<file path="src/demand_link_consts.svh">
`ifndef DEMAND_LINK_CONSTS_SVH
`define DEMAND_LINK_CONSTS_SVH

// apb register byte offsets
`define DLS_CTRL_OFF 12'h000
`define DLS_TIMEOUT_OFF 12'h004
`define DLS_DIFF_OFF 12'h008
`define DLS_TRKTIME_OFF 12'h00c
`define DLS_STATUS_OFF 12'h010
`define DLS_CLEAR_OFF 12'h014
// ctrl fields
`define DLS_CTRL_EN_BIT 0
`define DLS_CTRL_MODE_LSB 1
`define DLS_CTRL_MODE_MSB 2
// status fields
`define DLS_ST_P1_BIT 0
`define DLS_ST_P2_BIT 1
`define DLS_ST_TOTAL_BIT 2
`define DLS_ST_TRACK_BIT 3
`define DLS_ST_AHI_BIT 4
`define DLS_ST_ALO_BIT 5
// reset values
`define DLS_CTRL_RST 32'h0000_0000
`define DLS_TIMEOUT_MS_RST 16'd40
`define DLS_DIFF_RST 16'h0100
`define DLS_TRKTIME_MS_RST 16'd100
// timing: one millisecond tick at 125 mhz
`define DLS_CLK_MHZ 125
`define DLS_TICK_US 1000
`define DLS_TICK_CYC (`DLS_CLK_MHZ * `DLS_TICK_US)

`endif

</file>
<file path="src/demand_link_pkg.sv">
package demand_link_pkg;

  typedef enum logic [1:0] {
    MODE_SINGLE = 2'h0,
    MODE_DUAL = 2'h1,
    MODE_BACKUP = 2'h2
  } demand_mode_t;

  typedef struct packed {
    logic fast_data;
    logic sync;
    logic [15:0] demand;
  } port_evt_t;

  typedef struct packed {
    logic p1_loss;
    logic p2_loss;
    logic total_loss;
    logic track_alarm;
  } loss_flags_t;

endpackage

</file>
<file path="src/demand_link_supervisor.sv">
// What this block does
// - dual mode: port-two loss flag set when its fast/sync messages exceed timeout.
// - dual mode: total loss when port one and port two both lost.
// - backup mode: total loss when port one and analog backup lost.
// - total loss always comes with port-one loss set, and with port-two loss in dual mode.
// - backup mode: tracking alarm when difference persists beyond time.
// - dual mode: tracking compares port one against port two demand.
`timescale 1ns/1ps
`default_nettype none
`include "demand_link_consts.svh"

// tick length in clocks is a parameter so that a bench can shorten the ms
module demand_link_supervisor #(
  parameter int TICK_CYC = `DLS_TICK_CYC
) (
  input wire logic ref_clk,
  input wire logic sys_rst,
  input wire logic psel,
  input wire logic penable,
  input wire logic pwrite,
  input wire logic [11:0] paddr,
  input wire logic [31:0] pwdata,
  output logic [31:0] prdata,
  output logic pready,
  output logic pslverr,
  input wire demand_link_pkg::port_evt_t port1_evt,
  input wire demand_link_pkg::port_evt_t port2_evt,
  input wire logic [15:0] analog_demand,
  input wire logic analog_high,
  input wire logic analog_low,
  output demand_link_pkg::loss_flags_t flags
);

  ////////////////////////////////////////////////////////////////////////
  logic [31:0] ctrl_r;
  logic [15:0] timeout_ms_r;
  logic [15:0] diff_r;
  logic [15:0] trk_ms_r;
  logic [16:0] tick_cnt_r;
  logic tick_r;
  logic [15:0] p1_ms_r;
  logic [15:0] p2_ms_r;
  logic [15:0] trk_cnt_r;
  logic p1_loss_r;
  logic p2_loss_r;
  logic total_r;
  logic track_r;
  logic enable;
  demand_link_pkg::demand_mode_t mode;
  logic [15:0] other_demand;
  logic diff_big;
  logic wr_acc;
  logic rd_acc;
  logic addr_ok;
  logic clr_track;

  assign enable = ctrl_r[`DLS_CTRL_EN_BIT];
  assign mode = demand_link_pkg::demand_mode_t'(
    ctrl_r[`DLS_CTRL_MODE_MSB:`DLS_CTRL_MODE_LSB]);
  assign wr_acc = psel && penable && pwrite;
  assign rd_acc = psel && penable && !pwrite;

  function automatic logic [15:0] absdiff(input logic [15:0] a,
                                          input logic [15:0] b);
    absdiff = (a > b) ? (a - b) : (b - a);
  endfunction

  function automatic logic [15:0] sat_inc(input logic [15:0] v);
    sat_inc = (v == 16'hffff) ? v : v + 16'h0001;
  endfunction

  always_comb begin
    unique case (paddr)
      `DLS_CTRL_OFF, `DLS_TIMEOUT_OFF, `DLS_DIFF_OFF, `DLS_TRKTIME_OFF,
      `DLS_STATUS_OFF, `DLS_CLEAR_OFF: addr_ok = 1'b1;
      default: addr_ok = 1'b0;
    endcase
  end

  ////////////////////////////////////////////////////////////////////////
  // apb: zero wait states, writes and reads complete in the access cycle
  always_ff @(posedge ref_clk) begin
    if (sys_rst) begin
      ctrl_r <= `DLS_CTRL_RST;
      timeout_ms_r <= `DLS_TIMEOUT_MS_RST;
      diff_r <= `DLS_DIFF_RST;
      trk_ms_r <= `DLS_TRKTIME_MS_RST;
    end else if (wr_acc) begin
      unique case (paddr)
        `DLS_CTRL_OFF: ctrl_r <= {29'h0000000, pwdata[2:0]};
        `DLS_TIMEOUT_OFF: timeout_ms_r <= pwdata[15:0];
        `DLS_DIFF_OFF: diff_r <= pwdata[15:0];
        `DLS_TRKTIME_OFF: trk_ms_r <= pwdata[15:0];
        default: ;
      endcase
    end
  end

  assign clr_track = wr_acc && (paddr == `DLS_CLEAR_OFF) &&
                     pwdata[`DLS_ST_TRACK_BIT];

  always_ff @(posedge ref_clk) begin
    if (sys_rst) begin
      prdata <= 32'h0000_0000;
      pready <= 1'b0;
      pslverr <= 1'b0;
    end else begin
      pready <= psel && !penable;
      pslverr <= psel && !penable && !addr_ok;
      prdata <= 32'h0000_0000;
      if (psel && !penable && !pwrite) begin
        unique case (paddr)
          `DLS_CTRL_OFF: prdata <= ctrl_r;
          `DLS_TIMEOUT_OFF: prdata <= {16'h0000, timeout_ms_r};
          `DLS_DIFF_OFF: prdata <= {16'h0000, diff_r};
          `DLS_TRKTIME_OFF: prdata <= {16'h0000, trk_ms_r};
          `DLS_STATUS_OFF: prdata <= {26'h0000000, analog_low, analog_high,
                                      track_r, total_r, p2_loss_r,
                                      p1_loss_r};
          default: prdata <= 32'h0000_0000;
        endcase
      end
    end
  end

  ////////////////////////////////////////////////////////////////////////
  // millisecond tick shared by all timers
  always_ff @(posedge ref_clk) begin
    if (sys_rst || tick_r) begin
      tick_cnt_r <= 17'h00000;
      tick_r <= 1'b0;
    end else begin
      tick_cnt_r <= tick_cnt_r + 17'h00001;
      tick_r <= (tick_cnt_r == 17'(TICK_CYC - 2));
    end
  end

  ////////////////////////////////////////////////////////////////////////
  // timer restart
  always_ff @(posedge ref_clk) begin
    if (sys_rst || !enable || port1_evt.fast_data || port1_evt.sync)
      p1_ms_r <= 16'h0000;
    else if (tick_r)
      p1_ms_r <= sat_inc(p1_ms_r);
  end

  always_ff @(posedge ref_clk) begin
    if (sys_rst || !enable || port2_evt.fast_data || port2_evt.sync)
      p2_ms_r <= 16'h0000;
    else if (tick_r)
      p2_ms_r <= sat_inc(p2_ms_r);
  end

  // loss flags follow the link: a fresh message clears them again
  always_ff @(posedge ref_clk) begin
    if (sys_rst) begin
      p1_loss_r <= 1'b0;
      p2_loss_r <= 1'b0;
    end else begin
      p1_loss_r <= enable && (p1_ms_r > timeout_ms_r);
      p2_loss_r <= enable && (mode == demand_link_pkg::MODE_DUAL) &&
                   (p2_ms_r > timeout_ms_r);
    end
  end

  ////////////////////////////////////////////////////////////////////////
  // total loss is derived from the same timer compares as the loss flags, so holds
  always_ff @(posedge ref_clk) begin
    if (sys_rst)
      total_r <= 1'b0;
    else begin
      unique case (mode)
        demand_link_pkg::MODE_DUAL:
          total_r <= enable && (p1_ms_r > timeout_ms_r) &&
                     (p2_ms_r > timeout_ms_r);
        demand_link_pkg::MODE_BACKUP:
          total_r <= enable && (p1_ms_r > timeout_ms_r) &&
                     (analog_high || analog_low);
        default: total_r <= 1'b0;
      endcase
    end
  end

  ////////////////////////////////////////////////////////////////////////
  // dual compare source
  assign other_demand = (mode == demand_link_pkg::MODE_DUAL) ?
                        port2_evt.demand : analog_demand;
  assign diff_big = absdiff(port1_evt.demand, other_demand) > diff_r;

  always_ff @(posedge ref_clk) begin
    if (sys_rst || !diff_big || !enable ||
        mode == demand_link_pkg::MODE_SINGLE)
      trk_cnt_r <= 16'h0000;
    else if (tick_r)
      trk_cnt_r <= sat_inc(trk_cnt_r);
  end

  // alarm is latched until software clears it; a new trip wins
  always_ff @(posedge ref_clk) begin
    if (sys_rst)
      track_r <= 1'b0;
    else if (trk_cnt_r > trk_ms_r)
      track_r <= 1'b1;
    else if (clr_track)
      track_r <= 1'b0;
  end

  always_ff @(posedge ref_clk) begin
    if (sys_rst)
      flags <= '0;
    else
      flags <= '{p1_loss: p1_loss_r, p2_loss: p2_loss_r,
                 total_loss: total_r, track_alarm: track_r};
  end

endmodule // demand_link_supervisor
`default_nettype wire

</file>
<file path="config.mk">
export PLATFORM = sky130hd
export DESIGN_NAME = demand_link_supervisor
export DESIGN_NICKNAME = d
export VERILOG_FILES = /design/src/demand_link_pkg.sv /design/src/demand_link_supervisor.sv
export VERILOG_INCLUDE_DIRS = /design/src
export SDC_FILE = /design/constraint.sdc
export NUM_CORES = 1
export LEC_CHECK = 0
export BUFFER_PORTS_ARGS = -buffer_cell sky130_fd_sc_hd__clkbuf_2
export CORE_ASPECT_RATIO = 0.5
export CORE_MARGIN = 2
export CORE_UTILIZATION = 30
export CTS_CLUSTER_SIZE = 20
export DETAILED_ROUTE_END_ITERATION = 12
export GPL_ROUTABILITY_DRIVEN = 0
export PLACE_DENSITY = 0.59
export SYNTH_ARGS = -nofsm -noshare
export SYNTH_HDL_FRONTEND = slang
export SYNTH_SLANG_ARGS = --single-unit
</file>
<file path="constraint.sdc">
create_clock -name ref_clk -period 5.9 [get_ports ref_clk]
set_input_delay 1.18 -clock ref_clk [delete_from_list [all_inputs] [get_ports ref_clk]]
set_output_delay 1.18 -clock ref_clk [all_outputs]
set_load 0.05 [all_outputs]
</file>
==> summary.txt <==
Post-route cell area -> 0.0106 sq mm
Hold EP -> flags[2]
WL/cell -> 14.3 um
Unrepaired setup endpoints after global routing -> no
Sw Pwr -> 0.625 mW
Yosys warnings -> 0
Final wirelength -> 23.3 mm
Most frequent cell after synthesis -> dfxtp_1
Top cells by area, synth -> dfxtp_1 31%, ha_1 14%, nand2_1 5.5%, a21oi_1 5.1%, nor2_1 4.5%
Internal reg-to-reg setup slack -> 1000 ps
Rows -> 45
# clock sinks -> 143
Place WS -> 703 ps
Netlist cell types -> 64
Clock H-tree levels -> 4
CP startpoint kind -> register
Final Core Density -> 35.1%
IO buf count -> 108
Vias in the first global route -> 7459
Peak supply drop -> 0.000186 V
Core Region -> 0.0301 sq mm
Post-synthesis sequential area ratio -> 31.4%
Clk pwr share -> 46.5%
Post-synth top area cell -> dfxtp_1
Gate power share -> 13.1%
R2r endpoint -> trk_cnt_r[15]
Final nets -> 1419
Fin Hold WS -> 467 ps
First-pass GRT wire length -> 37.9 mm
Worst endpoint required time -> 6210 ps
Final setup fails -> 0
EDFF count, synth -> 0
Area grow syn2layout -> 16.1%
Largest net degree at the start of global routing -> 52
Crit share post-route -> 83.0%
Die Width -> 251 um
Hold path start -> p2_loss_r
Most frequent CP cell -> ha_1
Placed cell count -> 1591
Total power -> 2.40 mW
Syn Inst Count -> 1118
Final cell count without fillers -> 1626
Slew Limit Headroom -> 19.2%
Max-slew violations -> 0
Critical path, cell by cell -> inv_1, ha_1, buf_4, mux2_2, ha_1, and3_4, nand2_2, or3_4, or3_4, o21ai_4, mux2i_1, xor2_1, ha_1, o21a_1, o21ai_0, a21oi_1, o31a_1, o21ai_1, buf_4, nor2_1
Vias per cell -> 4.84
Leakage -> 4.39 nW
Die H -> 127 um
CP max stage cell -> ha_1
Root Driver -> clkbuf_16
Critical R2R Launch -> ctrl_r[2]
Switching Fraction -> 26.1%
Post-synth top cells -> 143 x dfxtp_1, 133 x nand2_1, 110 x nor2_1
Clock transition at path regs -> 60 ps
TritonCTS clock tree -> done
Initial core utilization -> 30.3%
Ys flop type -> dfxtp_1
Max Buffers Root-to-Sink -> 2
DRT iter0 DRCs -> 485
Outcome -> finished clean
Die footprint -> 0.0319 sq mm
Crit Path Class -> reg2reg
Final min period -> 4900 ps
HP Class -> reg2reg
Fillers -> 3142
Top cell type's share of synthesized area -> 31.4%
Final worst setup slack -> 1000 ps
Total CTS buffers -> 17
Synthesized area -> 0.00912 sq mm
# DRC -> 0
Initial antenna violation count -> 3
Worst-path fanout max -> 16
R2r worst-path depth -> 20
Post-detailed-route count of antenna-violating nets -> 0
Via count -> 7875
Max-cap viol count -> 0
CTS hold repair buffers -> 0
P per Cell Area -> 226 mW/mm^2
Internal Power -> 1.77 mW
Data arrival time of the critical path -> 5210 ps
Sequential power share -> 40.5%
Drt first pass iters -> 5
Clock Latency Late Sink -> 420 ps
Share of layout cells above drive strength 1 -> 14.4%
Critical path capture point type -> register
DP HPWL -> 18.3 mm
Setup_tns -> 0 ps
Slowest cell delay on critical path -> 450 ps
Measured slew at the worst slew-check pin -> 1210 ps
Asr flop ratio synth -> 0%
Total track usage -> 14.7%
Post-placement cell area -> 0.00997 sq mm
Syn Area/Cell -> 8.15 sq um
CTS resizes -> 0
Synth Register Bits -> 143
Hold path cells -> 1
Boundary pin count -> 141
Clock Skew -> 6.39 ps
Final Hold Fails -> 0
F_max -> 0.204 GHz
Global route total overflow -> 0
Post-CTS Setup Bufs -> 0
[routing by layer]
metal / wire length [um] / track usage, %
met5: 0 / 0
met3: 994 / 2.69
met2: 10900 / 24.6
met1: 11100 / 19.4
met4: 331 / 4.19
[worst max path at each step]
stage	from	slack [ps]	end
3_5_place_dp	port2_evt[12]	700	trk_cnt_r[2]
2_1_floorplan	ctrl_r[2]	730	trk_cnt_r[10]
6_report	ctrl_r[2]	1000	trk_cnt_r[15]
3_3_place_gp	port2_evt[12]	700	trk_cnt_r[15]
4_1_cts	ctrl_r[1]	940	trk_cnt_r[10]
5_1_grt	ctrl_r[2]	670	trk_cnt_r[4]
[flip-flops by register name, indices dropped and copies added, names as in the netlist, 3 cells and up]
name,flops
prdata,16
tick_cnt_r,17
diff_r,16
trk_cnt_r,16
flags,4
ctrl_r,3
p1_ms_r,16
p2_ms_r,16
trk_ms_r,16
timeout_ms_r,16
[worst max-delay path, delay by kind of cell, from the launching register on]
kind                     cells  cell delay [ps]
XOR/XNOR                     1              170
multiplexers                 2              690
adder cells (fa/ha/maj)      3              880
flip-flops                   1              340
AO/OA/AOI/OAI                6              990
buffers and inverters        3              600
AND/OR/NAND/NOR              5             1110
[cell type report]
| type | instances | area [sq um] | area share (%) |
|---|---|---|---|
| clock inverter | 14 | 181 | 1.71 |
| clock buffer | 18 | 429 | 4.05 |
| timing repair buffer | 115 | 593 | 5.60 |
| multi-input combinational | 838 | 5650 | 53.4 |
| tap | 399 | 499 | 4.72 |
| antenna | 3 | 7.51 | 0.0709 |
| sequential | 143 | 2860 | 27.0 |
| inverter | 96 | 360 | 3.40 |
[placed cells by master (no fill, tap or decap), types with 3 or more instances in the layout]
cell type | Yosys | layout
a211oi_1 | 3 | 3
a21o_1 | 32 | 32
a21oi_1 | 93 | 93
a221oi_1 | 4 | 4
a222oi_1 | 10 | 10
a22oi_1 | 6 | 6
a311oi_1 | 3 | 3
a31oi_1 | 5 | 5
and3_1 | 9 | 9
and4_1 | 10 | 10
buf_4 | 18 | 7
bufinv_16 | 0 | 3
clkbuf_16 | 0 | 17
clkbuf_2 | 0 | 108
clkinv_4 | 0 | 5
conb_1 | 1 | 16
dfxtp_1 | 143 | 143
diode_2 | 0 | 3
ha_1 | 103 | 103
inv_1 | 95 | 95
inv_6 | 0 | 4
mux2_2 | 15 | 15
mux2i_1 | 25 | 25
nand2_1 | 133 | 133
nand2b_1 | 5 | 5
nand3_1 | 36 | 36
nand4_1 | 30 | 30
nor2_1 | 110 | 110
nor2b_1 | 18 | 18
nor3_1 | 12 | 12
nor4_1 | 3 | 3
o211ai_1 | 7 | 7
o21a_1 | 8 | 8
o21ai_0 | 25 | 25
or2_2 | 4 | 4
or3_1 | 10 | 10
xnor2_1 | 21 | 21
xor2_1 | 47 | 47
[cell families after synthesis]
kind of cell | Yosys count | share of synthesized area (%)
multiplexers | 40 | 4.60
flip-flops | 143 | 31.4
other | 1 | 0.0411
AND/OR/NAND/NOR | 396 | 20.7
AO/OA/AOI/OAI | 213 | 15.0
adder cells (fa/ha/maj) | 105 | 14.6
buffers and inverters | 152 | 7.23
XOR/XNOR | 68 | 6.53
[power groups by stage]
stage / Sequential [mW] / Clock (mW) / Combinational [mW]
5_1_grt: 0.970 / 1.18 / 0.352
3_3_place_gp: 0.992 / 0 / 0.313
2_1_floorplan: 0.993 / 0 / 0.241
6_report: 0.970 / 1.11 / 0.313
3_5_place_dp: 0.992 / 0 / 0.315
4_1_cts: 0.970 / 1.14 / 0.317
Power figures use the tool's default switching activity.
